## config.mk

```make
export PLATFORM = sky130hd
export DESIGN_NAME = alarm_mask_offset_trim_regs
export DESIGN_NICKNAME = d
export VERILOG_FILES = /design/src/verilog/sticky_flag.v /design/src/verilog/alarm_mask_offset_trim_regs.v
export VERILOG_INCLUDE_DIRS = /design/src /design/src/shared
export SDC_FILE = /design/constraint.sdc
export NUM_CORES = 1
export LEC_CHECK = 0
export BUFFER_PORTS_ARGS = -buffer_cell sky130_fd_sc_hd__buf_2
export CELL_PAD_IN_SITES_DETAIL_PLACEMENT = 0
export CELL_PAD_IN_SITES_GLOBAL_PLACEMENT = 1
export CORE_ASPECT_RATIO = 0.6
export CORE_UTILIZATION = 34
export CTS_CLUSTER_DIAMETER = 120
export DETAILED_ROUTE_END_ITERATION = 16
export PLACE_DENSITY = 0.83
export REMOVE_ABC_BUFFERS = 1
export SYNTH_ARGS = -nofsm -noshare
export SYNTH_HDL_FRONTEND = slang
export SYNTH_SLANG_ARGS = --single-unit
```

## constraint.sdc

```tcl
create_clock -name aclk -period 1.51 [get_ports aclk]
set_input_delay 0.0755 -clock aclk [delete_from_list [all_inputs] [get_ports aclk]]
set_output_delay 0.0755 -clock aclk [all_outputs]
set_load 0.01 [all_outputs]
```

## src/shared/alarm_trim_consts.vh

```
// register indices, field positions and reset values for the alarm and trim slice
`ifndef ALARM_TRIM_CONSTS_VH
`define ALARM_TRIM_CONSTS_VH

// register indices; byte address is four times the index
`define IDX_ALARM_SUMMARY 10'h2c0
`define IDX_ALARM_EVENT_FLAGS 10'h2c1
`define IDX_ALARM_SOURCE_MASK 10'h2c2
`define IDX_LANE_BUFFER_ALARM_FLAGS 10'h2c4
`define IDX_CAL_CONTROL 10'h2c8
`define IDX_CAL_STATUS 10'h2c9
`define IDX_CORE0_OFFSET_TRIM 10'h330
`define IDX_CORE1_OFFSET_TRIM 10'h332
`define IDX_CORE2_INPUT_A_OFFSET_TRIM 10'h334

// alarm event / mask bit positions
`define BIT_LANE_BUFFER 5
`define BIT_SERIALIZER_LOCK 4
`define BIT_LINK_STATE 3
`define BIT_REALIGNMENT 2
`define BIT_DIVIDER_MISMATCH 0

// calibration control bit positions
`define BIT_BACKGROUND_CAL 0
`define BIT_OFFSET_CAL 1
`define BIT_CONTINUOUS_OFFSET_CAL 2

// reset values
`define RST_ALARM_SOURCE_MASK 8'h3f
`define RST_ALARM_EVENT_FLAGS 6'h3f
`define RST_LANE_BUFFER_ALARM_FLAGS 8'hff
`define RST_OFFSET_TRIM 16'h0000
`define RST_CAL_CONTROL 3'h0

// field width of an offset trim value
`define TRIM_VALUE_W 12

// axi response codes
`define RESP_OKAY 2'b00
`define RESP_SLVERR 2'b10

`endif

```

## src/verilog/sticky_flag.v

```verilog
// vector of sticky flags: hardware sets, software clears by writing one
`timescale 1ns/1ps
module sticky_flag #(
    parameter WIDTH = 8,
    parameter [WIDTH-1:0] RESET_VALUE = {WIDTH{1'b1}}
) (
    input wire aclk,
    input wire aresetn,
    input wire [WIDTH-1:0] set, // level or pulse per flag
    input wire [WIDTH-1:0] clear, // one-cycle clear per flag
    output reg [WIDTH-1:0] flag
);
    // set wins over clear so an event in the clearing cycle is kept
    always @(posedge aclk) begin
        if (!aresetn) begin
            flag <= RESET_VALUE;
        end else begin
            flag <= (flag & ~clear) | set;
        end
    end
endmodule // sticky_flag

```

## src/verilog/alarm_mask_offset_trim_regs.v

```verilog
// alarm mask, lane alarm and offset trim register slice behind an axi4-lite slave
//
// Contract
// RULE1 - mask bit 5 hides lane buffer alarm
// RULE2 - mask bit 4 hides serializer lock alarm
// RULE3 - mask bit 3 hides link state alarm
// RULE4 - mask bit 2 hides realignment alarm
// RULE5 - mask bit 0 hides divider mismatch alarm
// RULE6 - mask register resets to 0x3f
// RULE7 - software writes reserved bits with reset values
// RULE8 - lane i buffer fault sets lane bit i
// RULE9 - writing one clears lane bit, zero keeps
// RULE10 - persisting lane fault sets bit again immediately
// RULE11 - clearing status bit 5 clears all lanes
// RULE12 - lane alarm register resets to 0xff
// RULE13 - core 0 uses unsigned bits 11:0
// RULE14 - trim power-up value comes from fuses
// RULE15 - no trim access during offset calibration
// RULE16 - foreground offset cal: wait for done
// RULE17 - continuous background offset cal: never access
// RULE18 - non-continuous background: bgos stays zero
// RULE19 - spare cores still offset-calibrated in foreground
// RULE20 - other configurations: trim access immediately allowed
// RULE21 - core 1 uses its bits 11:0
// RULE22 - core 2 applies trim only on input a
// RULE23 - summary reads one on any unmasked alarm
// RULE24 - alarm flags set on event, cleared by one
// RULE25 - trim values reach datapath whole, synchronously
`timescale 1ns/1ps
`include "alarm_trim_consts.vh"
module alarm_mask_offset_trim_regs #(
    parameter ADDR_W = 12, // byte address width
    parameter LANES = 8 // serial lanes with elastic buffers
) (
    input wire aclk,
    input wire aresetn,
    // axi4-lite slave
    input wire [ADDR_W-1:0] s_axi_awaddr,
    input wire s_axi_awvalid,
    output reg s_axi_awready,
    input wire [31:0] s_axi_wdata,
    input wire [3:0] s_axi_wstrb,
    input wire s_axi_wvalid,
    output reg s_axi_wready,
    output reg [1:0] s_axi_bresp,
    output reg s_axi_bvalid,
    input wire s_axi_bready,
    input wire [ADDR_W-1:0] s_axi_araddr,
    input wire s_axi_arvalid,
    output reg s_axi_arready,
    output reg [31:0] s_axi_rdata,
    output reg [1:0] s_axi_rresp,
    output reg s_axi_rvalid,
    input wire s_axi_rready,
    // alarm sources, high while the condition holds
    input wire [LANES-1:0] lane_buffer_fault,
    input wire serializer_lock_alarm,
    input wire link_state_alarm,
    input wire realignment_alarm,
    input wire divider_mismatch_alarm,
    // fuse storage
    input wire fuse_load,
    input wire [`TRIM_VALUE_W-1:0] fuse_core0_offset,
    input wire [`TRIM_VALUE_W-1:0] fuse_core1_offset,
    input wire [`TRIM_VALUE_W-1:0] fuse_core2_input_a_offset,
    // calibration engine handshake
    input wire offset_cal_busy,
    input wire foreground_cal_done,
    input wire core2_sampling_first_input,
    // outputs to the engine and datapath
    output reg alarm_summary,
    output reg background_cal_enable,
    output reg offset_cal_enable,
    output reg continuous_offset_cal_enable,
    output reg spare_offset_cal_in_foreground,
    output reg trim_access_ok,
    output reg [`TRIM_VALUE_W-1:0] core0_offset,
    output reg [`TRIM_VALUE_W-1:0] core1_offset,
    output reg [`TRIM_VALUE_W-1:0] core2_offset,
    output reg core2_offset_active
);

    // ---------------- write channel ----------------
    reg aw_full; // write address held
    reg w_full; // write data held
    reg [9:0] aw_idx; // held word index
    reg [31:0] w_data; // held write data
    reg [3:0] w_strb; // held byte strobes
    wire write_fire; // one-cycle commit of a write
    reg write_hit; // decoded index is mapped

    assign write_fire = aw_full & w_full & ~s_axi_bvalid;

    // address and data taken in either order, response after both
    always @(posedge aclk) begin
        if (!aresetn) begin
            aw_full <= 1'b0;
            w_full <= 1'b0;
            aw_idx <= 10'h000;
            w_data <= 32'h00000000;
            w_strb <= 4'h0;
            s_axi_awready <= 1'b1;
            s_axi_wready <= 1'b1;
            s_axi_bvalid <= 1'b0;
            s_axi_bresp <= `RESP_OKAY;
        end else begin
            if (s_axi_awvalid && s_axi_awready) begin
                aw_idx <= s_axi_awaddr[11:2];
                aw_full <= 1'b1;
                s_axi_awready <= 1'b0;
            end
            if (s_axi_wvalid && s_axi_wready) begin
                w_data <= s_axi_wdata;
                w_strb <= s_axi_wstrb;
                w_full <= 1'b1;
                s_axi_wready <= 1'b0;
            end
            if (write_fire) begin
                // unmapped writes are dropped and answered slverr
                s_axi_bvalid <= 1'b1;
                s_axi_bresp <= write_hit ? `RESP_OKAY : `RESP_SLVERR;
                aw_full <= 1'b0;
                w_full <= 1'b0;
            end
            if (s_axi_bvalid && s_axi_bready) begin
                s_axi_bvalid <= 1'b0;
                s_axi_awready <= 1'b1;
                s_axi_wready <= 1'b1;
            end
        end
    end

    // per-register write strobes
    wire wr_status = write_fire && aw_idx == `IDX_ALARM_EVENT_FLAGS && w_strb[0];
    wire wr_mask = write_fire && aw_idx == `IDX_ALARM_SOURCE_MASK;
    wire wr_lanes = write_fire && aw_idx == `IDX_LANE_BUFFER_ALARM_FLAGS && w_strb[0];
    wire wr_cal = write_fire && aw_idx == `IDX_CAL_CONTROL;
    wire wr_trim0 = write_fire && aw_idx == `IDX_CORE0_OFFSET_TRIM;
    wire wr_trim1 = write_fire && aw_idx == `IDX_CORE1_OFFSET_TRIM;
    wire wr_trim2 = write_fire && aw_idx == `IDX_CORE2_INPUT_A_OFFSET_TRIM;

    // write-side decode of mapped indices
    always @* begin
        case (aw_idx)
            `IDX_ALARM_SUMMARY: write_hit = 1'b1; // read-only, write ignored
            `IDX_ALARM_EVENT_FLAGS: write_hit = 1'b1;
            `IDX_ALARM_SOURCE_MASK: write_hit = 1'b1;
            `IDX_LANE_BUFFER_ALARM_FLAGS: write_hit = 1'b1;
            `IDX_CAL_CONTROL: write_hit = 1'b1;
            `IDX_CAL_STATUS: write_hit = 1'b1; // read-only, write ignored
            `IDX_CORE0_OFFSET_TRIM: write_hit = 1'b1;
            `IDX_CORE1_OFFSET_TRIM: write_hit = 1'b1;
            `IDX_CORE2_INPUT_A_OFFSET_TRIM: write_hit = 1'b1;
            default: write_hit = 1'b0;
        endcase
    end

    // ---------------- alarm logic ----------------
    reg [7:0] alarm_source_mask; // all bits stored, reserved ones included
    wire [5:0] alarm_event_flags; // sticky alarm status
    wire [LANES-1:0] lane_buffer_alarm_flags; // sticky per-lane alarms
    wire lane_buffer_alarm = |lane_buffer_fault; // any lane in fault
    wire [5:0] status_set; // event vector in status layout
    wire [5:0] status_clear; // software clear vector
    wire [LANES-1:0] lane_clear; // software clear of lane flags

    // bit 1 is reserved: no event sets it, only reset does; software clears it
    assign status_set = {lane_buffer_alarm, serializer_lock_alarm, link_state_alarm,
                         realignment_alarm, 1'b0, divider_mismatch_alarm}; // [RULE24]
    assign status_clear = wr_status ? w_data[5:0] : 6'h00; // [RULE24]

    // lane clear by its own bits, or all at once via status bit 5
    assign lane_clear = (wr_lanes ? w_data[LANES-1:0] : {LANES{1'b0}}) // [RULE9]
        | ((wr_status && w_data[`BIT_LANE_BUFFER]) ? {LANES{1'b1}} : {LANES{1'b0}}); // [RULE11]

    // sticky status flags, reset all set
    sticky_flag #(
        .WIDTH(6),
        .RESET_VALUE(`RST_ALARM_EVENT_FLAGS)
    ) u_event_flags (
        .aclk(aclk),
        .aresetn(aresetn),
        .set(status_set),
        .clear(status_clear),
        .flag(alarm_event_flags)
    );

    // lane flags; a held fault re-sets over the clear at once
    sticky_flag #(
        .WIDTH(LANES),
        .RESET_VALUE({LANES{1'b1}}) // [RULE12]
    ) u_lane_flags (
        .aclk(aclk),
        .aresetn(aresetn),
        .set(lane_buffer_fault), // [RULE8] [RULE10]
        .clear(lane_clear),
        .flag(lane_buffer_alarm_flags)
    );

    // mask register; reserved bits stored as written
    always @(posedge aclk) begin
        if (!aresetn) begin
            alarm_source_mask <= `RST_ALARM_SOURCE_MASK; // [RULE6]
        end else if (wr_mask && w_strb[0]) begin
            alarm_source_mask <= w_data[7:0];
        end
    end

    // unmasked alarms; reserved bit 1 never contributes
    wire [5:0] unmasked;
    assign unmasked[`BIT_LANE_BUFFER] = alarm_event_flags[`BIT_LANE_BUFFER]
        & ~alarm_source_mask[`BIT_LANE_BUFFER]; // [RULE1]
    assign unmasked[`BIT_SERIALIZER_LOCK] = alarm_event_flags[`BIT_SERIALIZER_LOCK]
        & ~alarm_source_mask[`BIT_SERIALIZER_LOCK]; // [RULE2]
    assign unmasked[`BIT_LINK_STATE] = alarm_event_flags[`BIT_LINK_STATE]
        & ~alarm_source_mask[`BIT_LINK_STATE]; // [RULE3]
    assign unmasked[`BIT_REALIGNMENT] = alarm_event_flags[`BIT_REALIGNMENT]
        & ~alarm_source_mask[`BIT_REALIGNMENT]; // [RULE4]
    assign unmasked[1] = 1'b0;
    assign unmasked[`BIT_DIVIDER_MISMATCH] = alarm_event_flags[`BIT_DIVIDER_MISMATCH]
        & ~alarm_source_mask[`BIT_DIVIDER_MISMATCH]; // [RULE5]

    // summary registered so the output comes from a flop; one cycle behind flags
    always @(posedge aclk) begin
        if (!aresetn) begin
            alarm_summary <= 1'b0;
        end else begin
            alarm_summary <= |unmasked; // [RULE23]
        end
    end

    // ---------------- calibration controls ----------------
    reg [2:0] cal_control; // bg, os, continuous offset

    // control bits for the external calibration engine
    always @(posedge aclk) begin
        if (!aresetn) begin
            cal_control <= `RST_CAL_CONTROL;
        end else if (wr_cal && w_strb[0]) begin
            cal_control <= w_data[2:0];
        end
    end

    // registered copies out to the engine and the access-window flag
    always @(posedge aclk) begin
        if (!aresetn) begin
            background_cal_enable <= 1'b0;
            offset_cal_enable <= 1'b0;
            continuous_offset_cal_enable <= 1'b0;
            spare_offset_cal_in_foreground <= 1'b0;
            trim_access_ok <= 1'b0;
        end else begin
            background_cal_enable <= cal_control[`BIT_BACKGROUND_CAL];
            offset_cal_enable <= cal_control[`BIT_OFFSET_CAL];
            continuous_offset_cal_enable <= cal_control[`BIT_CONTINUOUS_OFFSET_CAL];
            // spares get the foreground offset step when offsets are calibrated in non-continuous background mode
            spare_offset_cal_in_foreground <= cal_control[`BIT_OFFSET_CAL]
                & cal_control[`BIT_BACKGROUND_CAL]
                & ~cal_control[`BIT_CONTINUOUS_OFFSET_CAL]; // [RULE19] [RULE18]
            // advisory only: software must honour it, the slave does not block
            if (offset_cal_busy) begin
                trim_access_ok <= 1'b0; // [RULE15]
            end else if (cal_control[`BIT_BACKGROUND_CAL]
                         && cal_control[`BIT_CONTINUOUS_OFFSET_CAL]) begin
                trim_access_ok <= 1'b0; // [RULE17]
            end else if (cal_control[`BIT_OFFSET_CAL]) begin
                trim_access_ok <= foreground_cal_done; // [RULE16]
            end else begin
                trim_access_ok <= 1'b1; // [RULE20]
            end
        end
    end

    // ---------------- offset trims ----------------
    reg [15:0] core0_offset_trim; // bits 15:12 reserved, stored
    reg [15:0] core1_offset_trim;
    reg [15:0] core2_input_a_offset_trim;

    // byte-lane write of a 16-bit trim register
    function [15:0] merge16;
        input [15:0] old;
        input [31:0] data;
        input [3:0] strb;
        begin
            merge16 = {strb[1] ? data[15:8] : old[15:8], strb[0] ? data[7:0] : old[7:0]};
        end
    endfunction

    // fuse load wins over a bus write in the same cycle
    always @(posedge aclk) begin
        if (!aresetn) begin
            core0_offset_trim <= `RST_OFFSET_TRIM;
            core1_offset_trim <= `RST_OFFSET_TRIM;
            core2_input_a_offset_trim <= `RST_OFFSET_TRIM;
        end else if (fuse_load) begin
            core0_offset_trim <= {4'h0, fuse_core0_offset}; // [RULE14]
            core1_offset_trim <= {4'h0, fuse_core1_offset}; // [RULE14]
            core2_input_a_offset_trim <= {4'h0, fuse_core2_input_a_offset}; // [RULE14]
        end else begin
            if (wr_trim0) begin
                core0_offset_trim <= merge16(core0_offset_trim, w_data, w_strb);
            end
            if (wr_trim1) begin
                core1_offset_trim <= merge16(core1_offset_trim, w_data, w_strb);
            end
            if (wr_trim2) begin
                core2_input_a_offset_trim <= merge16(core2_input_a_offset_trim, w_data, w_strb);
            end
        end
    end

    // datapath copies: all 12 bits move on one edge, never half a value
    always @(posedge aclk) begin
        if (!aresetn) begin
            core0_offset <= 12'h000;
            core1_offset <= 12'h000;
            core2_offset <= 12'h000;
            core2_offset_active <= 1'b0;
        end else begin
            core0_offset <= core0_offset_trim[11:0]; // [RULE13] [RULE25]
            core1_offset <= core1_offset_trim[11:0]; // [RULE21] [RULE25]
            // other inputs of core 2 use trims held outside this slice
            if (core2_sampling_first_input) begin
                core2_offset <= core2_input_a_offset_trim[11:0]; // [RULE22] [RULE25]
                core2_offset_active <= 1'b1;
            end else begin
                core2_offset <= 12'h000;
                core2_offset_active <= 1'b0;
            end
        end
    end

    // ---------------- read channel ----------------
    reg [31:0] read_word; // data for the requested index
    reg read_hit; // requested index is mapped
    wire [9:0] ar_idx = s_axi_araddr[11:2];

    // reads have no side effects; bits above each register's stored width read zero
    always @* begin
        read_word = 32'h00000000;
        read_hit = 1'b1;
        case (ar_idx)
            `IDX_ALARM_SUMMARY: read_word[0] = alarm_summary;
            `IDX_ALARM_EVENT_FLAGS: read_word[5:0] = alarm_event_flags;
            `IDX_ALARM_SOURCE_MASK: read_word[7:0] = alarm_source_mask;
            `IDX_LANE_BUFFER_ALARM_FLAGS: read_word[LANES-1:0] = lane_buffer_alarm_flags;
            `IDX_CAL_CONTROL: read_word[2:0] = cal_control;
            `IDX_CAL_STATUS: read_word[2:0] = {trim_access_ok, foreground_cal_done,
                                              offset_cal_busy};
            `IDX_CORE0_OFFSET_TRIM: read_word[15:0] = core0_offset_trim;
            `IDX_CORE1_OFFSET_TRIM: read_word[15:0] = core1_offset_trim;
            `IDX_CORE2_INPUT_A_OFFSET_TRIM: read_word[15:0] = core2_input_a_offset_trim;
            default: read_hit = 1'b0;
        endcase
    end

    // one read at a time; data one cycle after the address is taken
    always @(posedge aclk) begin
        if (!aresetn) begin
            s_axi_arready <= 1'b1;
            s_axi_rvalid <= 1'b0;
            s_axi_rdata <= 32'h00000000;
            s_axi_rresp <= `RESP_OKAY;
        end else begin
            if (s_axi_arvalid && s_axi_arready) begin
                s_axi_arready <= 1'b0;
                s_axi_rvalid <= 1'b1;
                s_axi_rdata <= read_word;
                s_axi_rresp <= read_hit ? `RESP_OKAY : `RESP_SLVERR;
            end else if (s_axi_rvalid && s_axi_rready) begin
                s_axi_rvalid <= 1'b0;
                s_axi_arready <= 1'b1;
            end
        end
    end

    // software must keep reserved bits at reset values; stored as written [RULE7]

endmodule // alarm_mask_offset_trim_regs

```

After elaboration in Yosys (flattened, before gate mapping)
Cells that the tools add are included.
Widths: inputs -> output; s select.
Word-level totals
  flip-flop bits (word level): 171
  input port bits: 119
  output and inout port bits: 84
  logic and storage cells: 148
Cells by class
  eq/ne operators: 18
  mux-type cells: 28
  bitwise operators: 24
  reduce and logical (&&, ||, !) cells: 42
Operators with widths (count)
  $eq 10x10->1 const B: 18
  $mux 12: 6
  $mux 8: 3
  $pmux 8 s3: 1
  $reduce_and 2->1: 10
  $logic_and 1x1->1: 18
  $pmux 3 s6: 1
  $reduce_or 9->1: 2
  $or 8x8->8: 2
  $pmux 2 s8: 1
  $mux 4: 3
  $reduce_bool 2->1: 6
  $pmux 2 s5: 1
  $and 1x1->1: 9
  $pmux 1 s9: 1
  $and 8x8->8: 1
  $mux 1: 8
  $not 1->1: 8
  $not 8->8: 1
  $reduce_or 8->1: 1
  $and 6x6->6: 1
  $mux 6: 1
  $not 6->6: 1
  $or 6x6->6: 1
  other kinds (4): 7

Logic depth before layout (Yosys ltp)
  depth after elaboration: 10
  depth in mapped cells: 7
  mapped depth without buffers: 4

Hierarchy
A second synthesis with hierarchy kept.
Unflattened totals
  cell total of the unflattened synthesis: 754
  area, all modules: 6954.2 um^2
By module, submodules not included
  alarm_mask_offset_trim_regs: times used 1, cells an instance 711, area each 6466.2 um^2, sequential area each 3103.0 um^2
  sticky_flag at u_lane_flags: times used 1, cells an instance 25, area each 285.3 um^2, sequential area each 160.2 um^2
  sticky_flag at u_event_flags: times used 1, cells an instance 18, area each 202.7 um^2, sequential area each 120.1 um^2

Worst setup path after synthesis
OpenSTA, ideal clock, no wires.
  path type: register to register
  start: register aw_idx[0]
  end: register u_lane_flags.flag[0]
  library setup time: 122 ps
  arrival: 1462 ps
  required time: 1388 ps
  slack: -74 ps
  stages on the path, launching flop included: 7
  path buffers: 2
  period minus slack after synthesis: 1584 ps
  cells stage by stage: dfxtp_1 -> buf_6 -> nor4b_2 -> and4_1 -> buf_2 -> nand2_1 -> a311o_1
On the way
  longest elaborated chain between the ends: 9
  elaborated cells on any way between the ends: 13
  classes of those cells: eq/ne (2); mux (2); bitwise (4); reduce/logical (5)
RTL lines
  from (decl): line alarm_mask_offset_trim_regs.v:86  | reg [9:0] aw_idx;
  from (signal assigned): line alarm_mask_offset_trim_regs.v:108  | aw_idx <= s_axi_awaddr[11:2];
  $eq 10x10->1
  $logic_and 1x1->1 (no line)
  $logic_and 1x1->1: line alarm_mask_offset_trim_regs.v:134  | wire wr_status = write_fire && aw_idx == `IDX_ALARM_EVENT_FLAGS && w_strb[0];
  $logic_and 1x1->1: line alarm_mask_offset_trim_regs.v:174  | | ((wr_status && w_data[`BIT_LANE_BUFFER]) ? {LANES{1'b1}} : {LANES{1'b0}});
  $mux 8: line alarm_mask_offset_trim_regs.v:174
  $or 8x8->8 (*): line alarm_mask_offset_trim_regs.v:173  | assign lane_clear = (wr_lanes ? w_data[LANES-1:0] : {LANES{1'b0}})
  $not 8->8 (*): line sticky_flag.v:18  | flag <= (flag & ~clear) | set;
  $and 8x8->8 (*): line sticky_flag.v:18
  $or 8x8->8 (*): line sticky_flag.v:18
  to (signal assigned): line sticky_flag.v:18
  to (decl): line sticky_flag.v:11  | output reg [WIDTH-1:0] flag
Mark *: on every way between the ends. The rest lies on a longest branch, timed or not.
A chain may end at the register's enable or synchronous reset.

Final worst setup path
  start: register aw_idx[2]
  end: register core1_offset_trim[12]
On the way
  longest elaborated chain between the ends: 3
RTL lines
  $eq 10x10->1
  $logic_and 1x1->1 (no line)
  $reduce_and 2->1 (no line)
  to (signal assigned): line alarm_mask_offset_trim_regs.v:293  | core1_offset_trim <= `RST_OFFSET_TRIM;
  to (signal assigned): line alarm_mask_offset_trim_regs.v:297  | core1_offset_trim <= {4'h0, fuse_core1_offset};
  to (signal assigned): line alarm_mask_offset_trim_regs.v:304  | core1_offset_trim <= merge16(core1_offset_trim, w_data, w_strb);
  to (decl): line alarm_mask_offset_trim_regs.v:276  | reg [15:0] core1_offset_trim;
Every way passes these cells.

==> reports/summary.txt <==
count of flip-flops with a built-in enable after synthesis: 0
top_reg_cell synth: dfxtp_1
maximum clock path buffer count: 2
CTS tree: built
share of cells above drive strength 1: 0.318
starting density of the core: 0.351
Max Cap Viol: 0
relative slew slack: 0.605
Fillers: 1862
largest net degree at the start of global routing: 103
hold slack: 0.0242 ns
Worst Max-Slew Pin Slew: 0.591 ns
commonest non-fill, non-tap cell in the layout: dfxtp_1
Reg clk slew, reported paths: 0.07 ns
critical path, cell by cell: buf_6 -> nor4b_4 -> and4_4 -> buf_12 -> mux2i_2 -> nor2_1
FF+latch count, synth: 169
# setup viols final: 55
async set-reset flop share out of synthesis: 0
Layout area overhead: 48.7%
fmax: 603 MHz
CP Launch Type: flip-flop
DP Worst Slack: -0.200 ns
Die X: 189 um
vias in the first global route: 6477
Total GRT Usage: 0.219
area of the multi-input gates: 3630 um^2
GR Overflow Total: 0
Critical Path RT: 1.82 ns
Critical Path Sink Type: flip-flop
post-synthesis sequential area ratio: 0.477
max-slew violation count: 0
initial antenna violation count: 1
ant diodes: 0
syn_area_per_cell: 8.74 um^2
LEAKAGE: 4.45 nW
register area: 3400 um^2
Clock Latency Late Sink: 0.44 ns
Port Buffer Count: 162
H-tree levels: 4
Post-Route WL: 23800 um
core box area: 20200 um^2
CP peak stage delay: 0.37 ns
io pins: 203
number of DRC markers in iteration 0: 661
Synth Instances: 812
Peak VDD IR: 0.827 mV
DP HPWL: 15900 um
most frequent cells in the layout: dfxtp_1 (163), buf_2 (162), nand2_1 (85)
Crit Path Category: reg2reg
setup ws final: -0.149 ns
Num CTS Buffers: 17
full die area: 21500 um^2
placer's final routability congestion estimate: 0.876
vias after detailed routing: 7028
status: finished, violations left
fin crit share: 1.10
Hold Path Class: in2reg
clock period minus worst slack: 1.66 ns
synth warn: 0
clk_skew: 0.0124 ns
Clock Sink Count: 169
Layout Nets: 1214
DRT Pass-1 Iters: 5
RSZ-0062 raised after global routing: yes
global-route wire length before repair: 36100 um
Mapped Area: 7100 um^2
Yosys cell types: 59
Die H: 114 um
CP max-delay cell: dfxtp_4
# DRC: 0
crit path DAT: 1.97 ns
Rows: 40
root buf cell: clkbuf_16
Critical Path Fanout Max: 6
Antenna Violating Nets Remaining: 0
Avg WL per Cell: 17.2 um
violated checks: setup timing
Final Hold Vio Count: 0
power density over the cells: 989 nW/um^2
DR vias/cell: 5.09
metal layers:
metal  track usage  vias to the layer above  share of wire
met1         0.329                     3301           0.50
met4        0.0489                        2         0.0088
li1              -                     3411              -
met2         0.318                      293           0.42
met5             0                        -        0.00051
met3        0.0449                       21          0.074
through the flow:
step / total power, mW / cell area (um^2) / setup TNS (ns) / std cells / util
floorplan: 5.28 / 6740 / -3.68 / 749 / -
global placement: 5.88 / 8530 / -1.59 / 1250 / 0.422
detailed placement: 5.89 / 8530 / -3.99 / 1250 / 0.422
CTS: 10.4 / 10200 / -2.15 / 1372 / 0.503
global route: 10.8 / 10600 / -7.01 / 1381 / 0.522
finish: 10.4 / 10600 / -2.82 / 1381 / 0.522
registers in the layout, indices dropped and copies added, names as in the netlist, 2 cells and up:
signal                     flops
core1_offset_trim             16
w_strb                         2
u_lane_flags.flag              8
core0_offset_trim             16
s_axi_rdata                   16
core0_offset                  12
core2_input_a_offset_trim     16
core2_offset                  12
w_data                        16
aw_idx                        10
alarm_source_mask              8
u_event_flags.flag             6
cal_control                    3
core1_offset                  12
logic make-up after synthesis:
logic type | Yosys count | synth area share
mux | 27 | 0.0388
other cells | 1 | 0.000528
compound gates | 190 | 0.162
buf+inv | 97 | 0.0687
xor+xnor | 2 | 0.00247
flops | 169 | 0.477
simple gates | 326 | 0.250
cells in the mapped netlist (7+ instances only):
| cell | instances | area share |
|---|---|---|
| dfxtp_1 | 169 | 0.48 |
| buf_4 | 21 | 0.022 |
| inv_1 | 16 | 0.0085 |
| a22o_1 | 11 | 0.014 |
| clkbuf_1 | 35 | 0.019 |
| nand3b_1 | 10 | 0.011 |
| mux2i_1 | 23 | 0.032 |
| o21ai_0 | 69 | 0.049 |
| nor2_1 | 47 | 0.025 |
| and3_1 | 16 | 0.014 |
| a311o_1 | 7 | 0.0099 |
| a211oi_1 | 16 | 0.017 |
| buf_2 | 17 | 0.012 |
| nor3_1 | 65 | 0.046 |
| a21oi_1 | 55 | 0.039 |
| nand2_1 | 89 | 0.047 |
| and2_1 | 31 | 0.027 |
| nor3b_1 | 20 | 0.021 |
| nand3_1 | 9 | 0.0063 |
power by group:
part	leakage (nW)	switching [mW]	total [mW]	internal (mW)
combinational	2.78	0.649	1.27	0.625
sequential	1.39	0.159	4.80	4.64
clock	0.283	2.02	4.37	2.34
critical path: cells and delay by family (launching register included):
kind / cells / cell delay [ns]
buf+inv: 2 / 0.26
flops: 1 / 0.37
mux: 1 / 0.22
simple gates: 3 / 0.68
final cells by class:
class	count	area share
flip-flops and latches	169	0.322
clock inverters	14	0.0142
well taps	273	0.0324
inverters	17	0.00605
repair buffers	327	0.241
clock buffers	18	0.0407
multi-input cells	563	0.344
worst paths after layout:
check,start,cells past startpoint,endpoint,slack [ns]
setup / recovery,aw_idx[2],6,core1_offset_trim[12],-0.15
hold / removal,fuse_core2_input_a_offset[1],3,core2_input_a_offset_trim[1],0.02
setup reg to reg,aw_idx[2],6,core1_offset_trim[12],-0.15
hold reg to reg,s_axi_rdata[8],2,s_axi_rdata[8],0.46
timing repair:
action / in CTS / in global routing
gates cloned: 3 / 1
setup buffers: 8 / 9
setup endpoints to repair: 59 / 77
hold endpoints to repair: 78 / 0
hold buffers: 79 / 0
pin swaps: 26 / 30
resized for setup: 36 / 71
(Power assumes the default switching activity.)
